[config.mk]
export PLATFORM = sky130hd
export DESIGN_NAME = sdh_dma_io
export DESIGN_NICKNAME = d
export VERILOG_FILES = /design/src/sdh_pkg.sv /design/src/sdh_pin_sync.sv /design/src/sdh_dma_io.sv
export VERILOG_INCLUDE_DIRS = /design/src /design/src/src
export SDC_FILE = /design/constraint.sdc
export NUM_CORES = 1
export LEC_CHECK = 0
export BUFFER_PORTS_ARGS = -buffer_cell sky130_fd_sc_hd__buf_2
export CELL_PAD_IN_SITES_DETAIL_PLACEMENT = 1
export CELL_PAD_IN_SITES_GLOBAL_PLACEMENT = 1
export CORE_UTILIZATION = 43
export CTS_CLUSTER_SIZE = 24
export DETAILED_ROUTE_END_ITERATION = 12
export PLACE_DENSITY_LB_ADDON = 0.1
export SYNTH_ARGS = -nofsm -noshare
export SYNTH_HDL_FRONTEND = slang
export SYNTH_SLANG_ARGS = --single-unit
[constraint.sdc]
create_clock -name core_clk_in -period 1.86 [get_ports core_clk_in]
set_input_delay 0.372 -clock core_clk_in [delete_from_list [all_inputs] [get_ports core_clk_in]]
set_output_delay 0.372 -clock core_clk_in [all_outputs]
set_load 0.02 [all_outputs]
[src/sdh_regs.svh]
// Widths, reset values and idle pin levels for the storage card DMA/IO handshake
`ifndef SDH_REGS_SVH
`define SDH_REGS_SVH
`define SDH_DATA_W 16
`define SDH_PIN_W 8
`define SDH_SYNC_W 24
`define SDH_PIN_RST 8'hF3
`define SDH_DATA_RST 16'h0000
`define SDH_BIT_RST 1'h0
`define SDH_BIT_SET 1'h1
`endif

[src/sdh_pkg.sv]
// Types shared by the storage card DMA/IO handshake block
`include "sdh_regs.svh"
package sdh_pkg;
  typedef enum logic [1:0] {
    SDH_MODE_MEMORY,
    SDH_MODE_IO,
    SDH_MODE_IDE
  } sdh_mode_t;

  typedef enum logic [1:0] {
    SDH_REQ_IDLE,
    SDH_REQ_ASSERT,
    SDH_REQ_RELEASE
  } sdh_req_state_t;

  // Host pins, raw or synchronised; bit order matches `SDH_PIN_RST
  typedef struct packed {
    logic io_read_strobe_n;
    logic io_write_strobe_n;
    logic dma_ack_n;
    logic host_dma_ready_n;
    logic host_data_strobe;
    logic stop;
    logic card_enable_low_n;
    logic card_enable_high_n;
  } sdh_pins_t;
endpackage

[src/sdh_pin_sync.sv]
// Three-stage pin synchroniser with second/third stage agreement filter
`timescale 1ns/10ps
`include "sdh_regs.svh"
module sdh_pin_sync #(
  parameter int WIDTH = `SDH_SYNC_W,
  parameter logic [WIDTH-1:0] RST_VAL = '0
) (
  input wire logic core_clk_in,
  input wire logic reset_n_in,
  input wire logic ce_in,
  input wire logic [WIDTH-1:0] async_in,
  output logic [WIDTH-1:0] stable_out
);
  genvar i;
  generate
    for (i = 0; i < WIDTH; i++) begin : g_bit
      logic s1, s2, s3, q;
      logic next_s1, next_s2, next_s3, next_q;
      always_comb begin
        next_s1 = s1;
        next_s2 = s2;
        next_s3 = s3;
        next_q = q;
        if (ce_in) begin
          next_s1 = async_in[i];
          next_s2 = s1;
          next_s3 = s2;
          // Single-stage glitches never reach the filtered value
          if (s2 == s3) begin
            next_q = s3;
          end
        end
      end
      always_ff @(posedge core_clk_in) begin
        if (!reset_n_in) begin
          s1 <= RST_VAL[i];
          s2 <= RST_VAL[i];
          s3 <= RST_VAL[i];
          q <= RST_VAL[i];
        end else begin
          s1 <= next_s1;
          s2 <= next_s2;
          s3 <= next_s3;
          q <= next_q;
        end
      end
      assign stable_out[i] = q;
    end
  endgenerate
endmodule

[src/sdh_dma_io.sv]
// Card-side DMA request, I/O read and Ultra DMA strobe handshake logic
//
// Operation
// I/O mode, no Ultra DMA: input ack low while selected and answering read.
// Single-socket hosts may ignore input ack, using card enables instead.
// Card asserts DMA request when ready to move data.
// Request held until ack, then negated, reasserted if more data.
// Host sets multiword DMA direction with I/O read or write strobe.
// Host ignores request during I/O reads and avoids reads while requested.
// IDE mode: request undriven unless drive-select picks this device.
// Host keeps selects negated during DMA; transfers are 16 bits.
// I/O mode: read data driven only while I/O read strobe asserted.
// IDE mode without Ultra DMA: I/O read strobe as in I/O mode.
// Host DMA-ready shows it accepts Ultra DMA data-in; negation pauses.
// Ultra DMA write captures a word on both host strobe edges.
// Host pauses data-out by not toggling strobe; card just waits.
// Stop asserted during Ultra DMA ends the current burst.
// Request active low in card modes, active high in IDE mode.
`timescale 1ns/10ps
`include "sdh_regs.svh"
module sdh_dma_io (
  input wire logic core_clk_in,
  input wire logic reset_n_in,
  input wire logic ce_in,
  input wire sdh_pkg::sdh_mode_t mode_strap_in,
  input wire sdh_pkg::sdh_pins_t pins_in,
  input wire logic [`SDH_DATA_W-1:0] data_pins_in,
  input wire logic io_addr_hit_in,
  input wire logic [`SDH_DATA_W-1:0] io_read_data_in,
  input wire logic drive_selected_in,
  input wire logic xfer_pending_in,
  input wire logic udma_active_in,
  input wire logic udma_write_in,
  output logic dma_request_out,
  output logic dma_request_oe_out,
  output logic input_ack_n_out,
  output logic [`SDH_DATA_W-1:0] data_out,
  output logic data_oe_out,
  output logic [`SDH_DATA_W-1:0] rx_word_out,
  output logic rx_valid_out,
  output logic burst_stop_out,
  output logic host_ready_out,
  output logic mdma_to_host_out,
  output sdh_pkg::sdh_mode_t mode_out
);
  logic [`SDH_SYNC_W-1:0] sync_q;
  sdh_pkg::sdh_pins_t pin;
  logic [`SDH_DATA_W-1:0] pin_data;

  sdh_pin_sync #(
    .WIDTH(`SDH_SYNC_W),
    .RST_VAL({`SDH_PIN_RST, `SDH_DATA_RST})
  ) u_sync (
    .core_clk_in(core_clk_in),
    .reset_n_in(reset_n_in),
    .ce_in(ce_in),
    .async_in({pins_in, data_pins_in}),
    .stable_out(sync_q)
  );

  assign pin = sdh_pkg::sdh_pins_t'(sync_q[`SDH_SYNC_W-1:`SDH_DATA_W]);
  // Data rides the strobe's chain, so a captured word lines up with its edge
  assign pin_data = sync_q[`SDH_DATA_W-1:0];

  // Registered state
  logic mode_valid;
  sdh_pkg::sdh_mode_t mode;
  sdh_pkg::sdh_req_state_t req_state;
  logic prev_strobe;
  logic prev_stop;

  logic next_mode_valid;
  sdh_pkg::sdh_mode_t next_mode;
  sdh_pkg::sdh_req_state_t next_req_state;
  logic next_prev_strobe;
  logic next_prev_stop;
  logic next_dma_request;
  logic next_dma_request_oe;
  logic next_input_ack_n;
  logic [`SDH_DATA_W-1:0] next_data;
  logic next_data_oe;
  logic [`SDH_DATA_W-1:0] next_rx_word;
  logic next_rx_valid;
  logic next_burst_stop;
  logic next_host_ready;
  logic next_mdma_to_host;

  // Decoded conditions
  logic selected;
  logic ack;
  logic io_read_active;
  logic req_active;
  logic udma_out_burst;

  always_comb begin
    selected = !pin.card_enable_low_n || !pin.card_enable_high_n;
    ack = !pin.dma_ack_n;
    // IDE mode drives I/O read data like I/O mode outside Ultra DMA; input ack stays I/O-only
    io_read_active = (mode == sdh_pkg::SDH_MODE_IO || mode == sdh_pkg::SDH_MODE_IDE) && mode_valid
                     && !udma_active_in && selected && !pin.io_read_strobe_n;
    udma_out_burst = udma_active_in && udma_write_in && ack;

    next_mode_valid = mode_valid;
    next_mode = mode;
    next_req_state = req_state;
    next_prev_strobe = prev_strobe;
    next_prev_stop = prev_stop;
    next_dma_request = dma_request_out;
    next_dma_request_oe = dma_request_oe_out;
    next_input_ack_n = input_ack_n_out;
    next_data = data_out;
    next_data_oe = data_oe_out;
    next_rx_word = rx_word_out;
    next_rx_valid = rx_valid_out;
    next_burst_stop = burst_stop_out;
    next_host_ready = host_ready_out;
    next_mdma_to_host = mdma_to_host_out;
    req_active = `SDH_BIT_RST;

    if (ce_in) begin
      // Strap caught once, on the first enabled cycle after reset release
      if (!mode_valid) begin
        next_mode = mode_strap_in;
        next_mode_valid = `SDH_BIT_SET;
      end

      case (req_state)
        sdh_pkg::SDH_REQ_IDLE: begin
          if (xfer_pending_in && mode_valid && !ack) begin
            next_req_state = sdh_pkg::SDH_REQ_ASSERT;
          end
        end
        sdh_pkg::SDH_REQ_ASSERT: begin
          // Held until the host acknowledges
          if (ack) begin
            next_req_state = sdh_pkg::SDH_REQ_RELEASE;
          end
        end
        sdh_pkg::SDH_REQ_RELEASE: begin
          // Rearm only after ack drops so one ack never counts twice
          if (!ack) begin
            next_req_state = sdh_pkg::SDH_REQ_IDLE;
          end
        end
        default: begin
          next_req_state = sdh_pkg::SDH_REQ_IDLE;
        end
      endcase
      req_active = (next_req_state == sdh_pkg::SDH_REQ_ASSERT);

      // Mode being latched, not the old one: no wrong-polarity request pulse after reset
      next_dma_request = (next_mode == sdh_pkg::SDH_MODE_IDE) ? req_active : !req_active;
      next_dma_request_oe = (next_mode != sdh_pkg::SDH_MODE_IDE) || drive_selected_in;

      // Input ack only for hits in I/O mode; IDE and memory never raise it
      next_input_ack_n = !(mode == sdh_pkg::SDH_MODE_IO && io_read_active && io_addr_hit_in);
      next_data_oe = io_read_active;
      next_data = io_read_active ? io_read_data_in : `SDH_DATA_RST;

      // Both strobe edges land a word; no edge, no capture
      next_prev_strobe = pin.host_data_strobe;
      next_rx_valid = udma_out_burst && !pin.stop && (pin.host_data_strobe != prev_strobe);
      if (next_rx_valid) begin
        next_rx_word = pin_data;
      end

      next_prev_stop = pin.stop;
      next_burst_stop = udma_active_in && pin.stop && !prev_stop;
      next_host_ready = udma_active_in && !udma_write_in && !pin.host_dma_ready_n;

      // Direction follows whichever strobe the host pulses under ack
      if (ack && !udma_active_in) begin
        if (!pin.io_read_strobe_n) begin
          next_mdma_to_host = `SDH_BIT_SET;
        end else if (!pin.io_write_strobe_n) begin
          next_mdma_to_host = `SDH_BIT_RST;
        end
      end
    end
  end

  // All pin outputs registered so decode glitches never reach the host
  always_ff @(posedge core_clk_in) begin
    if (!reset_n_in) begin
      mode_valid <= `SDH_BIT_RST;
      mode <= sdh_pkg::SDH_MODE_MEMORY;
      req_state <= sdh_pkg::SDH_REQ_IDLE;
      prev_strobe <= `SDH_BIT_RST;
      prev_stop <= `SDH_BIT_RST;
      dma_request_out <= `SDH_BIT_SET;
      dma_request_oe_out <= `SDH_BIT_RST;
      input_ack_n_out <= `SDH_BIT_SET;
      data_out <= `SDH_DATA_RST;
      data_oe_out <= `SDH_BIT_RST;
      rx_word_out <= `SDH_DATA_RST;
      rx_valid_out <= `SDH_BIT_RST;
      burst_stop_out <= `SDH_BIT_RST;
      host_ready_out <= `SDH_BIT_RST;
      mdma_to_host_out <= `SDH_BIT_RST;
    end else begin
      mode_valid <= next_mode_valid;
      mode <= next_mode;
      req_state <= next_req_state;
      prev_strobe <= next_prev_strobe;
      prev_stop <= next_prev_stop;
      dma_request_out <= next_dma_request;
      dma_request_oe_out <= next_dma_request_oe;
      input_ack_n_out <= next_input_ack_n;
      data_out <= next_data;
      data_oe_out <= next_data_oe;
      rx_word_out <= next_rx_word;
      rx_valid_out <= next_rx_valid;
      burst_stop_out <= next_burst_stop;
      host_ready_out <= next_host_ready;
      mdma_to_host_out <= next_mdma_to_host;
    end
  end

  assign mode_out = mode;
endmodule

Word-level counts from Yosys, hierarchy flattened
Index checks and enable logic that the tools add are counted.

Register bits: 143. Latch bits: 0. Memory bits (writable): 0. ROM bits: 0. Bits of input ports: 50. Output and inout bits: 42. Word-level logic and storage cells: 213. Memories: 0.

Add/sub/neg operators: 0. Multipliers: 0. Divide/modulo/power cells: 0. Magnitude comparators: 0. Equality and inequality tests: 33. Shift-type cells: 0. Muxes and demuxes: 11. Bitwise logic cells: 0. Reductions and logical operators: 58.

Operators by type and width (number): AND reduction 2 bit (25); == test 1 bit (24); logical AND 1 bit (17); 2-to-1 mux 16 bit (1); 2-to-1 mux 2 bit (6); zero test 1 bit (11); == test 2 x 1 -> 1 bit (second input constant) (3); == test 2 bit (second input constant) (3); one-hot mux 2 bit (3 select lines) (1); != test 2 bit (second input constant) (2); logical OR 1 bit (3); 2-to-1 mux 1 bit (3); AND reduction 3 bit (1); zero test 2 bit (1); != test 1 bit (1).

Logic depth before layout (Yosys ltp)
Depth in word-level cells: 9. Gate-level depth with buffers: 6. Gate-level depth less buffers: 5.

By module
From an unflattened synthesis, not the netlist that was laid out.

Cell total of the unflattened synthesis: 586. Area, all modules: 5960.7 um2.

Modules (own cells, without submodules): sdh_pin_sync (instances 1, cells each 386, area an instance 3987.6 um2, sequential area each 1921.8 um2); sdh_dma_io (instances 1, cells each 200, area an instance 1973.1 um2, sequential area each 940.9 um2).

Least setup slack after synthesis
OpenSTA, ideal clock, no wires.

Kind: register to register. From: register mode[1] (netlist: mode_out[1]). To: register data_out[0]. Library setup time: 65 ps. Data arrival time: 1599 ps. Data required time: 1795 ps. Slack: 195 ps. Stages on the path, launching flop included: 7. Path buffers: 1. Clock period less this slack: 1665 ps. Cells stage by stage: dfxtp_1 > inv_1 > ha_1 > a21oi_1 > buf_2 > a32oi_1 > nor2b_1.

Cells in the longest elaborated chain, start to end: 7. Elaborated cells between the ends (all ways): 8. Those cells by class: eq/ne: 2; mux: 1; reduce/logical: 5.

Ends and longest elaborated chain: from (decl) (RTL line sdh_dma_io.sv:67) `sdh_pkg::sdh_mode_t mode;`; from (signal assigned) (RTL line sdh_dma_io.sv:186) `mode <= sdh_pkg::SDH_MODE_MEMORY;`; from (signal assigned) (RTL line sdh_dma_io.sv:202) `mode <= next_mode;`; == test 2 x 1 -> 1 bit or == test 2 bit (tied branches) (RTL line sdh_dma_io.sv:99) `io_read_active = (mode == sdh_pkg::SDH_MODE_IO || mode == sdh_pkg::SDH_MODE_IDE) && mode_valid`; logical OR 1 bit (*) (RTL line sdh_dma_io.sv:99); logical AND 1 bit (*) (RTL line sdh_dma_io.sv:99); logical AND 1 bit (*) (3 in series) (RTL line sdh_dma_io.sv:100) `&& !udma_active_in && selected && !pin.io_read_strobe_n;`; 2-to-1 mux 16 bit (no source line) (*); to (signal assigned) (RTL line sdh_dma_io.sv:193) `` data_out <= `SDH_DATA_RST; ``; to (signal assigned) (RTL line sdh_dma_io.sv:209) `data_out <= next_data;`; to (decl) (RTL line sdh_dma_io.sv:37) `` output logic [`SDH_DATA_W-1:0] data_out, ``.

Every way passes the cells marked *; elsewhere a longest branch is shown, timed or not. A chain may end at the register's enable or synchronous reset.

Final worst setup path
From: register u_sync.g_bit[21].q. To: register rx_word_out[2].

Cells in the longest elaborated chain, start to end: 5.

Ends and longest elaborated chain: from (decl) (RTL line sdh_pin_sync.sv:17) `logic s1, s2, s3, q;`; from (signal assigned) (RTL line sdh_pin_sync.sv:39) `q <= RST_VAL[i];`; from (signal assigned) (RTL line sdh_pin_sync.sv:44) `q <= next_q;`; zero test 1 bit (RTL line sdh_dma_io.sv:97) `ack = !pin.dma_ack_n;`; logical AND 1 bit (RTL line sdh_dma_io.sv:101) `udma_out_burst = udma_active_in && udma_write_in && ack;`; logical AND 1 bit (2 in series) (RTL line sdh_dma_io.sv:162) `next_rx_valid = udma_out_burst && !pin.stop && (pin.host_data_strobe != prev_strobe);`; AND reduction 2 bit (no source line); to (signal assigned) (RTL line sdh_dma_io.sv:195) `` rx_word_out <= `SDH_DATA_RST; ``; to (signal assigned) (RTL line sdh_dma_io.sv:211) `rx_word_out <= next_rx_word;`; to (decl) (RTL line sdh_dma_io.sv:39) `` output logic [`SDH_DATA_W-1:0] rx_word_out, ``.

Every way passes these cells.

==> results.json <==
{
  "outcome": "completed",
  "clkSinkCount": 143,
  "gp_congestion": 0.696,
  "critPathSlowestCell": "dfxtp_1",
  "hold_end": "u_sync.g_bit[23].s1$_SDFFE_PN1P_",
  "max_cap_violations": 0,
  "netSwitchingPower_mw": 1.43,
  "synth.net_count": 611,
  "routed_wl_mm": 12.4,
  "slew_headroom": 0.571,
  "seq_power_share": 0.471,
  "setup_tns_ns": 0,
  "htree_levels": 4,
  "grt_overflow": 0,
  "cp.arrival_ns": 1.83,
  "grt_util_met3": 0.0488,
  "dp_hpwl_mm": 7.83,
  "irDropWorstVdd_mv": 0.501,
  "vias": 4238,
  "hp-class": "in -> reg",
  "r2r_start": "u_sync.g_bit[21].q$_SDFFE_PN1P_",
  "hp-start": "pins_in[7]",
  "required_ns": 2.19,
  "insertion_delay_ns": 0.41,
  "fill_cells": 1463,
  "tritoncts": "yes",
  "timing.rr.end": "rx_word_out[2]$_SDFFE_PN0P_",
  "finClkSkew_ns": 0.00560,
  "finalSetupViolCount": 0,
  "clockBufferDepth": 2,
  "synth_edf_count": 0,
  "start_util": 0.444,
  "ff_latch_area_mm2": 0.00286,
  "gr-usage-met1": 0.217,
  "syn_area_mm2": 0.00565,
  "period_share": 0.805,
  "port_buffers": 91,
  "drt-initial-drc-count": 151,
  "rows": 41,
  "grt.busiest_layer": "met2",
  "viasPerCell": 5.14,
  "reg2reg_slack_ns": 0.36,
  "antenna_found_initial": 0,
  "rsz0062_at_grt": "no",
  "yosysSeqAreaShare": 0.506,
  "finalHoldViolations": 0,
  "clockPowerShare": 0.475,
  "nNetsFinal": 690,
  "critPathMaxFanout": 17,
  "worstHoldPathCells": 3,
  "crit_type": "reg -> reg",
  "postCtsSetupBuffers": 0,
  "cts.clk_slew.worst_paths_ns": 0.05,
  "worst_slew_pin_slew_ns": 0.644,
  "holdWs_ns": 0.174,
  "ios": 92,
  "power_frac_comb": 0.054,
  "drc": 0,
  "post_cts_resize_count": 0,
  "drtPass1Iterations": 4,
  "die_h_um": 117,
  "start_kind": "flip-flop",
  "grt_pass1_vias": 4280,
  "synth_warnings": 0,
  "ys_seq_elements": 143,
  "fin_crit_ns": 1.50,
  "p_leak_nw": 2.89,
  "cts_made_buffers": 17,
  "switching_share": 0.212,
  "fmax_mhz": 667,
  "core-area_mm2": 0.0127,
  "grt_max_degree": 94,
  "grtUsageMet2": 0.340,
  "multiInputGateArea_mm2": 0.00260,
  "async_flop_share": 0,
  "crit_buf_inv": 1,
  "groute.usage.overall": 0.191,
  "drv_slew": 0,
  "antenna_left": 0,
  "synthFlopType": "dfxtp_1",
  "die_w_um": 117,
  "synth.distinct_cells": 37,
  "dp_cells": 792,
  "path_cells": "nand2b_1 -> nor4_4 -> buf_12 -> mux2i_1",
  "crit_family": "simple AND/OR/NAND/NOR gates",
  "p_int_mw": 5.32,
  "r2r_cells": 4,
  "power.density_mw_per_mm2": 989,
  "syn_to_final_growth_pct": 20.7,
  "stdcell_count": 824,
  "n_antenna_cell": 0,
  "cts_hold_buf": 0,
  "slowest_delay_ns": 0.38,
  "dieArea_mm2": 0.0136,
  "end_kind": "flip-flop",
  "syn_inst": 560,
  "clockRootBuffer": "clkbuf_16",
  "wl_per_cell_um": 15.0,
  "grt_pass1_wl_mm": 20.1,
  "drive_gt1_frac": 0.198,
  "avgSynthCellArea_um2": 10.1
}
## power groups by stage
stage	sequential (mW)	combinational [mW]	clock, mW
2_1_floorplan	3.24	0.251	0
3_3_place_gp	3.24	0.357	0
3_5_place_dp	3.24	0.373	0
4_1_cts	3.18	0.375	3.30
5_1_grt	3.19	0.403	3.45
6_report	3.18	0.367	3.20
## routing by layer
layer  vias up  routed length, µm
li1       2094                  -
met1      2064               5560
met2        66               6240
met3        14                397
met4         0                169
met5         -                  0
## tightest hold or removal path, cell delays in order
cell,delay [ns]
buf_2,0.07
mux2i_1,0.05
nand2_1,0.05
## placed cells by master (no fill, tap or decap), drive strengths merged
cell / instances
nand2b: 7
nor2b: 80
ha: 1
inv: 2
nor4b: 1
a22oi: 1
a41o: 1
a21o: 19
a21oi: 16
a21boi: 22
and4b: 1
or3: 1
a31oi: 1
nand2: 73
nor4: 1
nand4b: 1
and4: 1
a221oi: 1
clkinvlp: 1
a32oi: 16
nand3b: 1
dfxtp: 143
xnor2: 1
or3b: 1
nor4bb: 2
nor3b: 1
bufinv: 1
nor2: 2
o21ai: 29
clkbuf: 27
o21a: 3
buf: 100
clkinv: 3
mux2i: 90
o31ai: 1
## synthesized netlist by cell type, drive strengths merged (2+ instances only)
cell type,count,area share
o21a,3,0.0040
buf,22,0.024
dfxtp,143,0.51
nor2b,80,0.089
a21o,19,0.025
mux2i,90,0.16
a21boi,22,0.029
nor4bb,2,0.0035
o21ai,29,0.026
nand2b,7,0.0077
inv,2,0.0013
a32oi,16,0.025
clkbuf,18,0.012
nand2,73,0.048
nor2,2,0.0013
a21oi,16,0.014
## worst max-delay path by stage
stage	start	to	slack, ns	cells after the start
2_1_floorplan	mode_out[1]$_SDFFE_PN0P_	data_out[0]$_SDFFE_PN0P_	0.20	6
3_3_place_gp	udma_active_in	input_ack_n_out$_SDFFE_PN1P_	0.38	5
3_5_place_dp	ce_in	u_sync.g_bit[15].q$_SDFFE_PN0P_	0.28	5
4_1_cts	u_sync.g_bit[21].q$_SDFFE_PN1P_	rx_word_out[2]$_SDFFE_PN0P_	0.35	4
5_1_grt	u_sync.g_bit[21].q$_SDFFE_PN1P_	rx_word_out[2]$_SDFFE_PN0P_	0.28	4
6_report	u_sync.g_bit[21].q$_SDFFE_PN1P_	rx_word_out[2]$_SDFFE_PN0P_	0.36	4
## kinds of logic after synthesis
family,Yosys count,synth area share
simple gates,173,0.164
flops,143,0.506
compound gates,110,0.130
mux,90,0.159
buf+inv,42,0.0370
xor+xnor,1,0.00155
fa+ha+maj,1,0.00221
## registers in the layout (all words and copies together) (netlist names), 2 cells and up
signal / count
u_sync.g_bit.s1: 24
mode_out: 2
req_state: 2
u_sync.g_bit.q: 24
u_sync.g_bit.s2: 24
rx_word_out: 16
data_out: 16
u_sync.g_bit.s3: 24
## layout make-up
| cell class | count | area share |
|---|---|---|
| timing repair buffer | 100 | 0.0847 |
| clock buffer | 27 | 0.0751 |
| tap | 172 | 0.0315 |
| inverter | 2 | 0.00110 |
| sequential | 143 | 0.419 |
| clock inverter | 5 | 0.00770 |
| multi-input combinational | 375 | 0.380 |
## metrics by stage
stage / total power, mW / util / cell area (µm²) / setup slack (ns)
global route: 7.04 / 0.537 / 6830 / 0.278
detailed placement: 3.62 / 0.492 / 6260 / 0.276
CTS: 6.85 / 0.537 / 6830 / 0.347
finish: 6.75 / 0.537 / 6830 / 0.362
floorplan: 3.49 / - / 5650 / 0.195
global placement: 3.60 / 0.492 / 6260 / 0.381
Power figures use the tool's default switching activity.
